File: config.mk
export PLATFORM = sky130hd
export DESIGN_NAME = lmdt_drive_timing
export DESIGN_NICKNAME = d
export VERILOG_FILES = /design/src/design/lmdt_pkg.sv /design/src/design/lmdt_drive_timing.sv
export VERILOG_INCLUDE_DIRS = /design/src /design/src/design
export SDC_FILE = /design/constraint.sdc
export NUM_CORES = 1
export LEC_CHECK = 0
export BUFFER_PORTS_ARGS = -buffer_cell sky130_fd_sc_hd__buf_2
export CORE_ASPECT_RATIO = 1.75
export CORE_MARGIN = 5
export CORE_UTILIZATION = 35
export CTS_BUF_LIST = sky130_fd_sc_hd__clkbuf_2 sky130_fd_sc_hd__clkbuf_4 sky130_fd_sc_hd__clkbuf_8
export DETAILED_ROUTE_END_ITERATION = 8
export PLACE_DENSITY = 0.58
export SLEW_MARGIN = 10
export SYNTH_ARGS = -nofsm -noshare
export SYNTH_HDL_FRONTEND = slang
export SYNTH_SLANG_ARGS = --single-unit
File: constraint.sdc
create_clock -name clock -period 9.7 [get_ports clock]
set_clock_uncertainty 0.05 [all_clocks]
set_input_delay 0.485 -clock clock [delete_from_list [all_inputs] [get_ports clock]]
set_output_delay 0.485 -clock clock [all_outputs]
set_load 0.02 [all_outputs]
File: src/design/lmdt_consts.svh
// Offsets, field positions, level codes and timing counts of the LCD timing
`ifndef LMDT_CONSTS_SVH
`define LMDT_CONSTS_SVH

// Register byte offsets on the APB
`define LMDT_REG_CTRL 4'h0
`define LMDT_REG_PTR 4'h4
`define LMDT_REG_RAM 4'h8
`define LMDT_REG_STAT 4'hC

// Control register fields
`define LMDT_CTRL_MODE 1:0
`define LMDT_CTRL_HALF 2
`define LMDT_CTRL_SAVE 3
`define LMDT_CTRL_EN 4
`define LMDT_CTRL_BLINK 6:5
`define LMDT_CTRL_INBANK 7
`define LMDT_CTRL_OUTBANK 8

// Pointer register fields
`define LMDT_PTR_ADDR 4:0
`define LMDT_PTR_SUB 7:5

// Geometry
`define LMDT_LAST_ADDR 5'h17

// Frame lengths in display clock periods (2880 and 480)
`define LMDT_FRAME_NORMAL 12'hB40
`define LMDT_FRAME_SAVE 12'h1E0

// Internal oscillator half period in system clocks, normal mode
`define LMDT_OSC_HALF 9'h036
// Power-saving divides the oscillator down by this factor
`define LMDT_SAVE_FACTOR 9'h006

// Level codes: supply, one third, two thirds, LCD supply
`define LMDT_LVL_VDD 2'h0
`define LMDT_LVL_THIRD 2'h1
`define LMDT_LVL_TWOTHIRD 2'h2
`define LMDT_LVL_LCD_DRIVE_SUPPLY 2'h3

`endif

File: src/design/lmdt_pkg.sv
// Types shared by the LCD multiplex drive timing block
package lmdt_pkg;

   // Drive modes, in the order of their two-bit code
   typedef enum logic [1:0] {
      MODE_STATIC,
      MODE_MUX2,
      MODE_MUX3,
      MODE_MUX4
   } lmdt_mode_t;

   // Column fetch engine
   typedef enum logic {
      SH_IDLE,
      SH_RUN
   } lmdt_shift_t;

   // Whole state of the block
   typedef struct packed {
      lmdt_mode_t mode;
      logic halfBias;
      logic powerSave;
      logic enable;
      logic [1:0] blink;
      logic inBank;
      logic outBank;
      logic [4:0] ptr;
      logic [2:0] subAddr;
      logic [23:0][3:0] ram;
      logic [8:0] oscCnt;
      logic oscLevel;
      logic clkPrev;
      logic [11:0] slotCnt;
      logic [1:0] slotIdx;
      logic invert;
      lmdt_shift_t shState;
      logic [4:0] shIdx;
      logic [23:0] shiftReg;
      logic [23:0] latch;
      logic [3:0][1:0] bp;
      logic [23:0][1:0] seg;
      logic centreBypass;
      logic clkOe;
      logic syncOe;
      logic [31:0] prdata;
   } lmdt_state_t;

endpackage

File: src/design/lmdt_drive_timing.sv
// LCD frame timing, column fetch and backplane/segment level generation
//
// Summary of operation
// - Backplane and segment outputs sit at supply level until enabled
// - Reset selects four-way multiplex, one-third bias
// - Reset clears blink, banks, pointer, subaddress
// - Half bias bypasses the centre divider
// - Control register writes set mode and bias
// - Half bias allowed in every drive mode
// - Strap low: internal oscillator drives clock pin
// - Strap high: clock pin is the timebase input
// - Frame is 2880 or 480 display clocks
// - Frame rate fixed on internal oscillator, follows pin clock
// - Shared sync line aligns cascaded frames
// - Stall RAM write until column fetch done
// - Fetch next column while latch is shown
// - Latch holds 24 bits, one per segment
// - Segment level from latch bit and phase
// - Backplane levels follow the drive mode
// - Three-way mode: plane 3 copies plane 1
// - Two-way mode: planes 2,3 copy 0,1
// - Static mode: all planes identical
// - Column n shows in slot of plane n
// - Columns fetched in order, bank offset applied
`timescale 1ns/1ps
`include "lmdt_consts.svh"

module lmdt_drive_timing (
   // Clock and reset
   input wire logic clock,
   input wire logic reset_n,
   // APB slave
   input wire logic psel,
   input wire logic penable,
   input wire logic pwrite,
   input wire logic [31:0] paddr,
   input wire logic [31:0] pwdata,
   output logic [31:0] prdata,
   output logic pready,
   output logic pslverr,
   // Clock source strap and clock pin
   input wire logic clockSourceSelect,
   input wire logic clkPinIn,
   output logic clkPinOut,
   output logic clkPinOe,
   // Open-drain cascade sync line
   input wire logic syncIn,
   output logic syncOut,
   output logic syncOe,
   // LCD drive level codes and bias control
   output logic [3:0][1:0] backplane_outputs,
   output logic [23:0][1:0] segment_outputs,
   output logic centreBypass
);
   import lmdt_pkg::*;

   lmdt_state_t q; // Registered state
   lmdt_state_t d; // Next state

   ////////////////////////////////////////////////////////////////////////
   // Level functions

   // Backplane level for one plane
   function automatic logic [1:0] bpLevel(input logic sel, input logic inv,
         input logic half, input logic stat);
      logic [1:0] lvl;
      lvl = `LMDT_LVL_VDD;
      if (sel || stat) begin
         lvl = inv ? `LMDT_LVL_LCD_DRIVE_SUPPLY : `LMDT_LVL_VDD;
      end else if (half) begin
         // Centre resistor out, both inner taps merge
         lvl = `LMDT_LVL_THIRD;
      end else begin
         lvl = inv ? `LMDT_LVL_THIRD : `LMDT_LVL_TWOTHIRD;
      end
      return lvl;
   endfunction

   // Segment level for one latched bit
   function automatic logic [1:0] segLevel(input logic on, input logic inv,
         input logic half, input logic stat);
      logic [1:0] lvl;
      lvl = `LMDT_LVL_VDD;
      if (on) begin
         lvl = inv ? `LMDT_LVL_VDD : `LMDT_LVL_LCD_DRIVE_SUPPLY;
      end else if (stat || half) begin
         lvl = inv ? `LMDT_LVL_LCD_DRIVE_SUPPLY : `LMDT_LVL_VDD;
      end else begin
         lvl = inv ? `LMDT_LVL_TWOTHIRD : `LMDT_LVL_THIRD;
      end
      return lvl;
   endfunction

   ////////////////////////////////////////////////////////////////////////
   // Per-plane and per-segment levels

   logic [3:0][1:0] bpNext; // Levels for the next cycle
   logic [23:0][1:0] segNext;
   logic isStatic; // Static drive in force

   assign isStatic = (q.mode == MODE_STATIC);

   genvar gi;
   generate
      // Each plane picks the slot it belongs to
      for (gi = 0; gi < 4; gi++) begin : g_bp
         logic [1:0] slotOf;
         always_comb begin
            unique case (q.mode)
               MODE_STATIC: slotOf = 2'h0;
               MODE_MUX2: slotOf = {1'b0, gi[0]};
               MODE_MUX3: slotOf = (gi == 3) ? 2'h1 : gi[1:0];
               MODE_MUX4: slotOf = gi[1:0];
            endcase
         end
         assign bpNext[gi] = bpLevel(slotOf == q.slotIdx, q.invert,
            q.halfBias, isStatic);
      end
      // Each segment from its latched bit and the phase
      for (gi = 0; gi < 24; gi++) begin : g_seg
         assign segNext[gi] = segLevel(q.latch[gi], q.invert, q.halfBias,
            isStatic);
      end
   endgenerate

   ////////////////////////////////////////////////////////////////////////
   // Timebase helpers

   logic [8:0] oscHalf; // Oscillator half period in use
   logic oscRise; // Internal clock rising this cycle
   logic tick; // One display clock period elapsed
   logic [11:0] slotLen; // Display clocks per slot
   logic slotEnd; // Last tick of a slot
   logic frameStart; // First tick of a frame
   logic foreignSync; // Another driver pulls sync low
   logic [1:0] followSlot; // Slot after the current one
   logic [1:0] fetchCol; // RAM column to prefetch

   // Power-saving slows the oscillator so the frame rate stays put
   assign oscHalf = q.powerSave ? 9'(`LMDT_OSC_HALF * `LMDT_SAVE_FACTOR)
      : `LMDT_OSC_HALF;
   assign oscRise = (q.oscCnt == oscHalf - 9'h001) && !q.oscLevel;
   // Pin edges are the timebase when the strap is high
   assign tick = clockSourceSelect ? (clkPinIn && !q.clkPrev)
      : oscRise;

   // Half a frame split evenly over the active planes
   always_comb begin
      unique case (q.mode)
         MODE_STATIC: slotLen = (q.powerSave ? `LMDT_FRAME_SAVE
            : `LMDT_FRAME_NORMAL) / 12'h2;
         MODE_MUX2: slotLen = (q.powerSave ? `LMDT_FRAME_SAVE
            : `LMDT_FRAME_NORMAL) / 12'h4;
         MODE_MUX3: slotLen = (q.powerSave ? `LMDT_FRAME_SAVE
            : `LMDT_FRAME_NORMAL) / 12'h6;
         MODE_MUX4: slotLen = (q.powerSave ? `LMDT_FRAME_SAVE
            : `LMDT_FRAME_NORMAL) / 12'h8;
      endcase
   end

   // A shorter slot after a mode change ends at once, not after a wrap
   assign slotEnd = (tick && (q.slotCnt >= slotLen - 12'h001))
      || (q.slotCnt >= slotLen);
   assign frameStart = (q.slotIdx == 2'h0) && !q.invert
      && (q.slotCnt == 12'h000);
   // Our own pull shows on the line too, so ignore it
   assign foreignSync = !syncIn && !q.syncOe && !frameStart;
   assign followSlot = (q.slotIdx == q.mode) ? 2'h0 : q.slotIdx + 2'h1;
   // Bank switch only exists in static and two-way modes
   assign fetchCol = followSlot + (((q.mode == MODE_STATIC
      || q.mode == MODE_MUX2) && q.outBank) ? 2'h2 : 2'h0);

   ////////////////////////////////////////////////////////////////////////
   // APB decode

   logic mapped; // Address hits a register
   logic access; // Access phase
   logic ramWrite; // Access phase of a RAM write
   logic stall; // RAM write must wait
   logic done; // Transfer completes this edge
   logic [3:0] regSel; // Register offset

   assign regSel = paddr[3:0];
   assign mapped = (paddr[31:4] == 28'h0000000) && (paddr[1:0] == 2'h0);
   assign access = psel && penable;
   assign ramWrite = access && pwrite && mapped
      && (regSel == `LMDT_REG_RAM);
   // Hold the write off while the fetch reads the array
   assign stall = ramWrite && (q.shState == SH_RUN);
   assign pready = !stall;
   assign pslverr = access && !mapped;
   assign done = access && pready && mapped;

   ////////////////////////////////////////////////////////////////////////
   // Next state

   // All state updates in one place
   always_comb begin
      d = q;

      // Register writes
      if (done && pwrite) begin
         unique case (regSel)
            `LMDT_REG_CTRL: begin
               d.mode = lmdt_mode_t'(pwdata[`LMDT_CTRL_MODE]);
               d.halfBias = pwdata[`LMDT_CTRL_HALF];
               d.powerSave = pwdata[`LMDT_CTRL_SAVE];
               d.enable = pwdata[`LMDT_CTRL_EN];
               d.blink = pwdata[`LMDT_CTRL_BLINK];
               d.inBank = pwdata[`LMDT_CTRL_INBANK];
               d.outBank = pwdata[`LMDT_CTRL_OUTBANK];
            end
            `LMDT_REG_PTR: begin
               d.ptr = pwdata[`LMDT_PTR_ADDR];
               d.subAddr = pwdata[`LMDT_PTR_SUB];
            end
            `LMDT_REG_RAM: begin
               // Out-of-range pointer stores nothing but still steps
               if (q.ptr <= `LMDT_LAST_ADDR) begin
                  if (q.inBank && (q.mode == MODE_STATIC
                        || q.mode == MODE_MUX2)) begin
                     d.ram[q.ptr][3:2] = pwdata[1:0];
                  end else begin
                     d.ram[q.ptr] = pwdata[3:0];
                  end
               end
               if (q.ptr >= `LMDT_LAST_ADDR) begin
                  d.ptr = 5'h00;
                  d.subAddr = q.subAddr + 3'h1;
               end else begin
                  d.ptr = q.ptr + 5'h01;
               end
            end
            default: begin
               // Status is read-only
            end
         endcase
      end

      // Read data prepared in the setup cycle
      if (psel && !penable) begin
         d.prdata = 32'h00000000;
         if (mapped) begin
            unique case (regSel)
               `LMDT_REG_CTRL: d.prdata = {23'h000000, q.outBank,
                  q.inBank, q.blink, q.enable, q.powerSave, q.halfBias,
                  q.mode};
               `LMDT_REG_PTR: d.prdata = {24'h000000, q.subAddr, q.ptr};
               `LMDT_REG_RAM: d.prdata = {28'h0000000,
                  (q.ptr <= `LMDT_LAST_ADDR) ? q.ram[q.ptr] : 4'h0};
               `LMDT_REG_STAT: d.prdata = {26'h0000000, q.slotIdx,
                  q.invert, clockSourceSelect, q.shState == SH_RUN,
                  q.enable};
               default: d.prdata = 32'h00000000;
            endcase
         end
      end

      // Internal oscillator divider
      if (q.oscCnt >= oscHalf - 9'h001) begin
         d.oscCnt = 9'h000;
         d.oscLevel = !q.oscLevel;
      end else begin
         d.oscCnt = q.oscCnt + 9'h001;
      end
      d.clkPrev = clkPinIn;
      d.clkOe = !clockSourceSelect;

      // Slot and frame-half counting
      if (foreignSync) begin
         d.slotCnt = 12'h000;
         d.slotIdx = 2'h0;
         d.invert = 1'b0;
      end else if (slotEnd) begin
         d.slotCnt = 12'h000;
         if (q.slotIdx >= q.mode) begin
            d.slotIdx = 2'h0;
            d.invert = !q.invert;
         end else begin
            d.slotIdx = q.slotIdx + 2'h1;
         end
      end else if (tick) begin
         d.slotCnt = q.slotCnt + 12'h001;
      end
      d.syncOe = frameStart && q.enable;

      // Latch reload and column prefetch
      if (slotEnd && !foreignSync) begin
         d.latch = q.shiftReg;
         d.shState = SH_RUN;
         d.shIdx = 5'h00;
      end else begin
         unique case (q.shState)
            SH_IDLE: d.shIdx = 5'h00;
            SH_RUN: begin
               d.shiftReg[q.shIdx] = q.ram[q.shIdx][fetchCol];
               if (q.shIdx >= `LMDT_LAST_ADDR) begin
                  d.shState = SH_IDLE;
               end else begin
                  d.shIdx = q.shIdx + 5'h01;
               end
            end
         endcase
      end

      // Drive levels, parked at supply while disabled
      if (q.enable) begin
         d.bp = bpNext;
         d.seg = segNext;
      end else begin
         d.bp = '0;
         d.seg = '0;
      end
      d.centreBypass = q.halfBias;
   end

   ////////////////////////////////////////////////////////////////////////
   // State register

   // Reset values give the power-on display condition
   always_ff @(posedge clock or negedge reset_n) begin
      if (!reset_n) begin
         q <= '0;
         q.mode <= MODE_MUX4;
         q.halfBias <= 1'b0;
      end else begin
         q <= d;
      end
   end

   // Outputs straight from flip-flops, sync data tied low
   assign prdata = q.prdata;
   assign clkPinOut = q.oscLevel;
   assign clkPinOe = q.clkOe;
   assign syncOut = 1'b0;
   assign syncOe = q.syncOe;
   assign backplane_outputs = q.bp;
   assign segment_outputs = q.seg;
   assign centreBypass = q.centreBypass;
endmodule

# --- Word-level counts from Yosys, hierarchy flattened ---
# Index checks and enable logic that the tools add are counted.
word_totals:
  output_inout_bits: 95
  input_bits: 72
  regBits: 284
classes:
  n_mux: 79
  eq_ne: 14
  reduce_logical: 63
  div_mod_pow: 1
  n_addsub: 9
  n_lt_le_gt_ge: 12
  n_bitwise: 2
ops:
  columns: ["operator", "n"]
  rows:
  - ["$bwmux 96", 2]
  - ["$mux 96", 1]
  - ["$mux 2", 38]
  - ["$mux 56", 1]
  - ["$pmux 12 s4", 1]
  - ["$bmux 4 s5", 2]
  - ["$demux 4 s5", 2]
  - ["$mux 12", 3]
  - ["$pmux 9 s4", 1]
  - ["$logic_not 28->1", 1]
  - ["$mux 9", 3]
  - ["$bwmux 24", 1]
  - ["$ge 12x12->1", 2]
  - ["$logic_and 1x1->1", 24]
  - ["$mux 4", 5]
  - ["$pmux 8 s2", 1]
  - ["$mux 15", 1]
  - ["$add 12x1->12 const B", 1]
  - ["$div 12x3->12 const B", 1]
  - ["$logic_not 12->1", 1]
  - ["$lt 5x6->1 const B", 2]
  - ["$sub 12x1->12 const B", 1]
  - ["$logic_not 1->1", 11]
  - ["$add 5x1->5 const B", 2]
  - ["other kinds (39)", 72]

# --- Logic depth before layout (Yosys ltp) ---
# Gate-level depths: netlist of run 1.
logic_depth:
  depth_word: 10
  depth_mapped: 13

# --- Worst setup path before layout of run 1 ---
# OpenSTA, ideal clock, no wires.
synth_timing:
  kind: "register to register"
  start: "register q[282] in the netlist's numbering"
  end: "register q[117] in the netlist's numbering"
  t_arrival_ps: 3227
  required_ps: 9525
  path_slack_ps: 6298
  path_stages_with_launch: 13
  cell_sequence: "dfstp_2 clkbuf_1 inv_1 ha_1 ha_1 a211oi_1 o21ai_0 o2111a_1 o211ai_1 a21oi_1 buf_2 nor4_1 mux2_2"
synth_between:
  elab_chain_cells: 9
  elab_cells_between_ends: 22
synth_rtl:
  columns: ["item", "line", "text"]
  rows:
  - ["start: declaration", "lmdt_drive_timing.sv:57", "lmdt_state_t q;"]
  - ["$eq 2x2->1 (tied with other cells)", "lmdt_drive_timing.sv:149", "unique case (q.mode)"]
  - ["$pmux 12 s4", "lmdt_drive_timing.sv:149", null]
  - ["$sub 12x1->12", "lmdt_drive_timing.sv:162", "assign slotEnd = (tick && (q.slotCnt >= slotLen - 12'h001))"]
  - ["$ge 12x12->1", "lmdt_drive_timing.sv:162", null]
  - ["$logic_and 1x1->1", "lmdt_drive_timing.sv:162", null]
  - ["$logic_or 1x1->1", "lmdt_drive_timing.sv:163", "|| (q.slotCnt >= slotLen);"]
  - ["$logic_and 1x1->1", "lmdt_drive_timing.sv:288", "if (slotEnd && !foreignSync) begin"]
  - ["$not 1->1 (no source line)", null, null]
  - ["$reduce_and 2->1 (no source line)", null, null]
# Several ways; a longest one is shown, not always the timed one. The select of a mux whose other input is x is not followed.
# A chain may end at the register's enable or synchronous reset.

# --- Worst setup path after layout of run 1 ---
layout_timing:
  start: "register q[283] in the netlist's numbering"
  end: "register q[131] in the netlist's numbering"
# The elaborated chain is that of the path after synthesis.

==> metrics.txt, run 1 <==
Synth top area share 44.9%; RSZ-0062 raised after global routing no; top cells by area, synth dfrtp_1 45%, mux4_2 6.9%, mux2_2 5.4%; max_cap viols 0; Residual DRC 0; P_int 0.00166 W; Clock Tree Buf Depth 3; Worst EP arrival 4.35 ns; Async S/R FF share, synth 100%; initial antenna violation count 2; largest net degree at the start of global routing 115; Synth area leader dfrtp_1; static leakage 7.42 nW; # hold bufs at CTS 2; clk_lat worst skew 0.58 ns; CTS tree built; drt pass-1 iters 5; Worst path slowest cell dfstp_2; Worst setup SP type flop; Avg Cell Area, Syn 10.8 um^2; Seq pwr share 50.6%; sequential area share after synthesis 45.3%; Post-Place Worst Slack 5.82 ns; post-cts sizing count 0; die height 279 um; worst path bufs/invs 3; most frequent cells in the layout 257 x dfrtp_1, 144 x nor2_1, 119 x o21ai_0; Die Area 45500 um^2; Sw Share 23.9%; Final WS setup 5.76 ns; vias per inst 5.14; Max stage delay on crit path 0.69 ns; Tcrit/Tclk final 40.7%; fin crit period 3.94 ns; I/O Pins 167; wire per inst 18.4 um; Syn-to-layout area delta 9.30%; Root Buffer clkbuf_8; Gate power share 4.9%; worst reg-to-reg setup slack 5.76 ns; area of the multi-input gates 6880 um^2; detailed-route via count 9990; initial core utilization 35.3%; Netlist cell types 76; Data required, critical path 10.10 ns; hold crit path type in2reg; crit-path most repeated cell inv_1; gpl congestion 0.892; Cell Chain, Critical Path inv_1 > a21oi_1 > inv_1 > ha_1 > and4b_1 > a22oi_1 > nand2_1 > nor3_1 > a21oi_4 > buf_4 > nor4_1 > mux2_2; crit end category flop; setup TNS 0 ns; Register Area 6540 um^2; Worst-path clk slew 0.07 ns; Final ANT Viol Nets 0; net switching power 0.000523 W; GRT Util Overall 15.7%; filler instances 3977; crit-path leading delay family simple AND/OR/NAND/NOR gates; DR iter-0 viols 515; WL final 35700 um; HPWL after DPL 25400 um; total power 0.00218 W; first-pass GRT wire length 57500 um; Die X 163 um; placed cell count 1869; synth warn 0; ratio of cells with drive above 1 in the final layout 28.1%; Clk pwr share 44.5%; gr ovfl total 0; Final Hold Viols 0; Area after DPL 14900 um^2; H-tree lvl count 2; Synth Register Bits 261; IO Port Bufs 119; core area 40800 um^2; fmax 254 MHz; EDFF count, synth 0; Slew Limit Fails 0; Power per Cell Area 139 nW/um^2; Setup Buffers After CTS 0; Cell Count, Final, Fillers Out 1942; Slew headroom 29.8%; total CTS buffers 38; crit path kind reg2reg; Worst Tran Pin Value 1.05 ns; VDD IR max 0.0752 mV; endpoints failing setup 0; fin nets 1474; cell area after layout 15800 um^2; Cell Rows 98; CTS sink count 261; run status finished, final reports clean; Crit Path Max Fanout 50; most common cell after layout, fill and taps aside dfrtp_1; vias in the first global route 10361; Mapped Cells 1331; ys flop type dfrtp_1; synthesized area 14400 um^2
[cells by family (layout without fill, tap and decap cells)]
kind of cell,after synthesis,count (layout),share of synthesized area (%)
compound gates,212,212,8.89
fa+ha+maj,41,41,3.56
mux,167,167,17.2
other cells,2,27,0.0520
buf+inv,189,225,7.77
simple gates,388,388,13.0
flops,261,261,45.3
xor+xnor,71,71,4.31
[power by group through the flow]
stage	Sequential [W]	Combinational [W]	Clock, W
after floorplan	0.00113	0.0000582	0
after global placement	0.00113	0.000107	0
after detailed placement	0.00113	0.000108	0
after CTS	0.00111	0.000109	0.00100
after global routing	0.00111	0.000121	0.00104
final	0.00111	0.000107	0.000972
[cell usage after synthesis (all sizes together) (16+ instances only)]
| cell type | number |
|---|---|
| dfrtp | 259 |
| nor2 | 144 |
| buf | 124 |
| o21ai | 121 |
| nand2 | 117 |
| mux2 | 105 |
| clkbuf | 44 |
| mux4 | 44 |
| ha | 41 |
| xor2 | 38 |
| xnor2 | 33 |
| a21oi | 29 |
| nand3 | 25 |
| nor4 | 23 |
| inv | 20 |
| mux2i | 18 |
| nor3 | 16 |
[registers in the layout, summed over array words and instances (netlist names)]
register,flops
backplane_outputs,8
centreBypass,1
clkPinOe,1
clkPinOut,1
d,1
prdata,9
q,191
segment_outputs,48
syncOe,1
[through the flow]
stage / hold slack (ns) / util, %
after floorplan: 0.139 / -
after global placement: 0.421 / 36.5
after detailed placement: 0.422 / 36.5
after CTS: 0.0882 / 38.6
after global routing: 0.0949 / 38.6
final: 0.129 / 38.6
[routing by layer]
layer | track usage, % | vias up | routed length [um]
met5 | 0 | - | 0
met4 | 8.67 | 0 | 1920
met3 | 1.93 | 99 | 1660
met2 | 29.2 | 288 | 19300
met1 | 17.1 | 4975 | 12900
li1 | - | 4628 | -
[layout make-up]
type                    instances  share of cell area (%)
well taps                     550                    4.36
clock buffers                  59                    4.87
inverters                      21                   0.500
repair buffers                135                    4.63
multi-input cells             904                    43.6
flip-flops and latches        261                    41.4
diodes                          2                  0.0317
clock inverters                10                   0.532
[path summary, 6_finish.rpt]
path / startpoint / endpoint / cells after the start
max in group asynchronous: reset_n / q[145] / 4
setup reg to reg: q[283] / q[131] / 12
setup / recovery: q[283] / q[131] / 12
min in group asynchronous: reset_n / segment_outputs[10] / 2
hold reg to reg: prdata[6] / prdata[6] / 2
hold / removal: pwdata[7] / q[276] / 2
Power figures use the tool's default switching activity.
==> run 2: changes to the inputs <==
- ABC_AREA: default -> 1
- PLACE_DENSITY: 0.58 -> 0.6
- clock period: 9.7 -> 3.4 ns (I/O delays scaled with it)
==> metrics.txt, run 2 <==
Residual DRC 0 (unchanged); initial core utilization 35.1% (-0.22 points); HPWL after DPL 28500 um (+12%); Netlist cell types 47 (-38%); Synth Register Bits 261 (unchanged); IO Port Bufs 119 (unchanged); ys flop type dfrtp_1; Max stage delay on crit path 0.65 ns (-0.04 ns); FF-to-FF path depth 14 (+2); Mapped Cells 1957 (+47%); Clock Tree Buf Depth 3 (unchanged); Top Metal Used met4; synth warn 0 (unchanged); DRT met1 WL 14600 um (+14%); drt pass-1 iters 5 (unchanged); Final ANT Viol Nets 0 (unchanged); # hold bufs at CTS 10 (+8); Slew headroom 29.4% (-0.40 points); Power per Cell Area 375 nW/um^2 (+170%); H-tree lvl count 2 (unchanged); DR iter-0 viols 834 (+62%); setup TNS 0 ns (unchanged); Die Area 46800 um^2 (+2.8%); Syn-to-layout area delta 9.52%; crit-path most repeated cell nand3_1; Root Buffer clkbuf_8; Cell Chain, Critical Path nand3_1 > ha_1 > ha_1 > nand3_1 > nand3_1 > nand3_1 > nand3_1 > a21oi_1 > nand2_4 > nand2_2 > buf_12 > nand3_1 > nand2_1 > nand2_1; Final Hold Viols 0 (unchanged); EDFF count, synth 0 (unchanged); Crit Path Max Fanout 51 (+2.0%); Worst setup SP type flop; hold crit path type in2reg; vias per inst 5.04 (-2.1%); Synth area leader dfrtp_1; Synth top area share 43.6% (-1.3 points); sequential area share after synthesis 44.0% (-1.3 points); Top reg by flops q; VDD IR max 0.293 mV (+290%); vias in the first global route 12770 (+23%); first-pass GRT wire length 65600 um (+14%); filler instances 4444 (+12%); Worst Tran Pin Value 1.06 ns (+0.00832 ns); Worst path slowest cell dfstp_2; total CTS buffers 39 (+2.6%); initial antenna violation count 2 (unchanged); Setup Buffers After CTS 0 (unchanged); crit end category flop; top cells by area, synth dfrtp_1 44%, nand2_1 14%, o21ai_0 6.0%; Register Area 6540 um^2 (unchanged); synthesized area 14900 um^2 (+2.9%); commonest cells in the netlist 545 x nand2_1, 259 x dfrtp_1, 177 x o21ai_0, 171 x nor2_1, 149 x inv_1; Slew Limit Fails 0 (unchanged); fin util 38.5% (-0.16 points); WL final 40500 um (+13%); Avg Cell Area, Syn 7.59 um^2 (-30%); Worst EP arrival 3.46 ns (-0.89 ns); fin crit period 3.06 ns (-0.885 ns); Worst-path clk slew 0.07 ns (about the same); fin nets 2112 (+43%); gpl congestion 0.905 (+1.5%); core area 42300 um^2 (+3.6%); die height 283 um (+1.4%); CTS sink count 261 (unchanged); run status finished, final reports clean; static leakage 8.38 nW (+13%); WHS Path Cells 4 (+2); most frequent cells in the layout 544 x nand2_1, 257 x dfrtp_1, 175 x o21ai_0; post-cts sizing count 0 (unchanged); crit path kind reg2reg; ratio of cells with drive above 1 in the final layout 12.3% (-16 points); fmax 327 MHz (+29%); Die X 166 um (+1.4%); count leader, synth nand2_1; Tcrit/Tclk final 90.0% (+49 points); detailed-route via count 12974 (+30%); GRT Util Overall 16.9% (+1.1 points); Data required, critical path 3.80 ns (-6.30 ns); max_cap viols 0 (unchanged); gr ovfl total 0 (unchanged); Cell Rows 100 (+2.0%); metal2 WL 21700 um (+13%); wire per inst 15.7 um (-15%); endpoints failing setup 0 (unchanged); max reg flops 191 (unchanged); RSZ-0062 raised after global routing no; most common cell after layout, fill and taps aside nand2_1; clk_lat worst skew 0.56 ns (-0.02 ns); I/O Pins 167 (unchanged); routed wl met3 1740 um (+4.3%); CTS tree built; Async S/R FF share, synth 100% (unchanged); largest net degree at the start of global routing 122 (+6.1%); area of the multi-input gates 6720 um^2 (-2.3%)
-- run 2: layout make-up --
type	instances	area share, %
antenna	1	0.0154
clock inverter	1	0.0308
tap	561	4.32
inverter	157	3.62
sequential	261	40.2
multi-input combinational	1377	41.3
timing repair buffer	163	6.29
clock buffer	54	4.22
-- run 2: cells by family (layout without fill, tap and decap cells) --
group / count (synthesis) / after routing / synth area share, %
flip-flops: 261 / 261 / 44.0
other: 2 / 26 / 0.0506
adder cells (fa/ha/maj): 41 / 41 / 3.45
AO/OA/AOI/OAI: 325 / 325 / 12.0
buffers and inverters: 342 / 375 / 11.4
multiplexers: 1 / 1 / 0.0674
AND/OR/NAND/NOR: 965 / 965 / 27.8
XOR/XNOR: 20 / 20 / 1.18
-- run 2: critical path: cells and delay by family (launching register included) --
family | cells | cell delay, ns
flip-flops | 1 | 0.65
adder cells (fa/ha/maj) | 2 | 0.65
AND/OR/NAND/NOR | 10 | 1.02
AO/OA/AOI/OAI | 1 | 0.30
buffers and inverters | 1 | 0.23
-- run 2: through the flow --
step / cell area (um^2) / instances / power, W / hold WS [ns] / setup WS [ns]
floorplan: 14900 / 1980 / 0.00351 / -0.176 / 0.701
global placement: 15500 / 2509 / 0.00369 / 0.257 / 0.442
detailed placement: 15500 / 2509 / 0.00370 / 0.256 / 0.373
CTS: 16300 / 2574 / 0.00620 / 0.00399 / 0.351
global route: 16300 / 2575 / 0.00638 / 0.0564 / 0.127
finish: 16300 / 2575 / 0.00610 / 0.0392 / 0.341
-- run 2: layer usage --
| layer | GRT usage [%] | up-vias |
|---|---|---|
| met5 | 0 | - |
| met2 | 32.6 | 342 |
| met4 | 9.65 | 0 |
| met3 | 2.35 | 115 |
| met1 | 17.4 | 6181 |
| li1 | - | 6336 |
-- run 2: worst paths after layout --
path,slack [ns],startpoint,endpoint
max,0.34,q[283],q[122]
min,0.04,psel,prdata[1]
max reg2reg,0.34,q[283],q[122]
min reg2reg,0.42,q[207],q[207]
max in group asynchronous,2.13,reset_n,q[208]
min in group asynchronous,0.24,reset_n,segment_outputs[22]
-- run 2: report_power, final --
| group | leakage [nW] | switching (W) | internal, W |
|---|---|---|---|
| registers | 3.59 | 0.0000120 | 0.00312 |
| clock network | 0.369 | 0.00117 | 0.00128 |
| logic | 4.42 | 0.000405 | 0.000114 |
==> run 3: changes to the inputs <==
- PLACE_DENSITY: 0.6 -> default
- PLACE_DENSITY_LB_ADDON: default -> 0.2
==> metrics.txt, run 3 (synthesized netlist as in run 2, its figures left out) <==
run status finished, final reports clean; Cell Count, Final, Fillers Out 2598 (+0.89%); Top reg by flops q; GRT Util Overall 17.5% (+0.58 points); WL final 41200 um (+1.9%); crit path kind reg2reg; Tcrit/Tclk final 87.0% (-2.9 points); first-pass GRT wire length 67300 um (+2.6%); total CTS buffers 41 (+5.1%); max reg flops 191 (unchanged); fin util 39.0% (+0.49 points); core area 42300 um^2 (unchanged); Final ANT Viol Nets 0 (unchanged); Residual DRC 0 (unchanged); fmax 338 MHz (+3.4%); Worst setup SP type flop; setup TNS 0 ns (unchanged); worst path bufs/invs 2 (+1); Cell Chain, Critical Path inv_2 > nand2_1 > nand2_1 > ha_1 > ha_1 > nand3_1 > nand3_1 > nand3_1 > nand3_1 > a21oi_1 > nand2_4 > nand2_2 > buf_12 > nand3_1 > nand2_1 > nand2_1; Die Area 46800 um^2 (unchanged); placed cell count 2514 (+0.20%); crit-path leading delay family simple AND/OR/NAND/NOR gates; Worst EP arrival 3.36 ns (-0.10 ns); wire per inst 15.9 um (+1.0%); Slew headroom 38.0% (+8.6 points); H-tree lvl count 2 (unchanged); hold crit path type in2reg; Final Hold Viols 0 (unchanged); vias per inst 4.95 (-1.8%); max_cap viols 0 (unchanged); Slew Limit Fails 0 (unchanged); I/O Pins 167 (unchanged); RSZ-0062 raised after global routing no; Data required, critical path 3.80 ns (about the same); Clock Tree Buf Depth 3 (unchanged); clk_lat worst skew 0.57 ns (about the same); die height 283 um (unchanged); most frequent cells in the layout 544 x nand2_1, 257 x dfrtp_1, 175 x o21ai_0; drt pass-1 iters 5 (unchanged); gpl congestion 0.860 (-5.0%); cell area after layout 16500 um^2 (+1.3%); CTS sink count 261 (unchanged); Crit Path Max Fanout 51 (unchanged); initial antenna violation count 1 (-1); Max stage delay on crit path 0.64 ns (about the same); crit end category flop; ratio of cells with drive above 1 in the final layout 13.2% (+0.89 points); crit-path most repeated cell nand3_1; endpoints failing setup 0 (unchanged); Cell Rows 100 (unchanged); Worst path slowest cell dfstp_2; detailed-route via count 12852 (-0.94%); Area after DPL 15500 um^2 (+0.27%); Syn-to-layout area delta 10.9%; gr ovfl total 0 (unchanged); largest net degree at the start of global routing 109 (-11%); IO Port Bufs 119 (unchanged); Worst Tran Pin Value 0.925 ns (-0.134 ns); Worst-path clk slew 0.07 ns (about the same); HPWL after DPL 29100 um (+2.0%); VDD IR max 0.209 mV (-29%); DR iter-0 viols 684 (-18%); initial core utilization 35.1% (unchanged); Final WS setup 0.441 ns (+0.100 ns); static leakage 8.50 nW (+1.4%); filler instances 4411 (-0.74%); fin crit period 2.96 ns (-0.100 ns); fin nets 2119 (+0.33%); vias in the first global route 12805 (+0.27%); Post-Place Worst Slack 0.428 ns (+0.0549 ns); Die X 166 um (unchanged); Root Buffer clkbuf_8; Power per Cell Area 392 nW/um^2 (+4.3%); CTS tree built; most common cell after layout, fill and taps aside nand2_1
## run 3: cell count changes in the layout (fill, tap and decap cells not counted)
cell / previous run / this run
clkinvlp_4: 0 / 1
o21ai_2: 2 / 0
o21ai_1: 8 / 10
buf_4: 29 / 33
inv_6: 0 / 2
buf_12: 5 / 6
clkbuf_8: 45 / 52
clkinv_2: 1 / 7
clkbuf_4: 9 / 11
## run 3: final cells by class
type / count / area, um^2 / area share, %
sequential: 261 / 6540 / 39.7
multi-input combinational: 1377 / 6710 / 40.7
clock buffer: 63 / 798 / 4.85
clock inverter: 10 / 60.1 / 0.365
timing repair buffer: 168 / 1070 / 6.52
tap: 561 / 702 / 4.26
antenna: 1 / 2.50 / 0.0152
inverter: 157 / 589 / 3.58
## run 3: layer usage
layer	up-vias	wire length, um	global-route usage [%]
met2	323	22500	34.2
met1	6084	15300	18.7
met3	91	1840	2.15
met4	0	1650	7.41
met5	-	0	0
li1	6354	-	-
## run 3: repair_timing
action,CTS,global route
endpoints found under the hold margin,116,0
setup buffers,0,0
hold buffers,10,0
gates resized for setup,0,0
## run 3: final timing paths
check,slack [ns],cells past startpoint,start,to
min in group asynchronous,0.19,2,reset_n,segment_outputs[26]
worst min-delay path,0.04,4,psel,prdata[1]
worst max-delay path,0.44,16,q[283],q[129]
worst max register to register,0.44,16,q[283],q[129]
worst min register to register,0.42,2,q[255],q[255]
max in group asynchronous,2.11,3,reset_n,segment_outputs[45]
## run 3: report_power, final
part           internal, W  switching [W]  total (W)
Sequential         0.00312      0.0000130    0.00314
Combinational     0.000115       0.000400   0.000515
Clock              0.00150        0.00130    0.00280
## run 3: stage by stage
stage / total power (W) / hold slack (ns)
global route: 0.00673 / 0.0606
global placement: 0.00370 / 0.241
CTS: 0.00658 / 0.00482
floorplan: 0.00351 / -0.176
detailed placement: 0.00371 / 0.247
finish: 0.00645 / 0.0390
## run 3: worst register-to-register path: stages (launching register included)
cell and delay (ns):
dfstp_2 0.64, inv_2 0.10, nand2_1 0.08, nand2_1 0.08, ha_1 0.29, ha_1 0.30
nand3_1 0.09, nand3_1 0.08, nand3_1 0.08, nand3_1 0.09, a21oi_1 0.27, nand2_4 0.11
nand2_2 0.09, buf_12 0.22, nand3_1 0.14, nand2_1 0.07, nand2_1 0.05
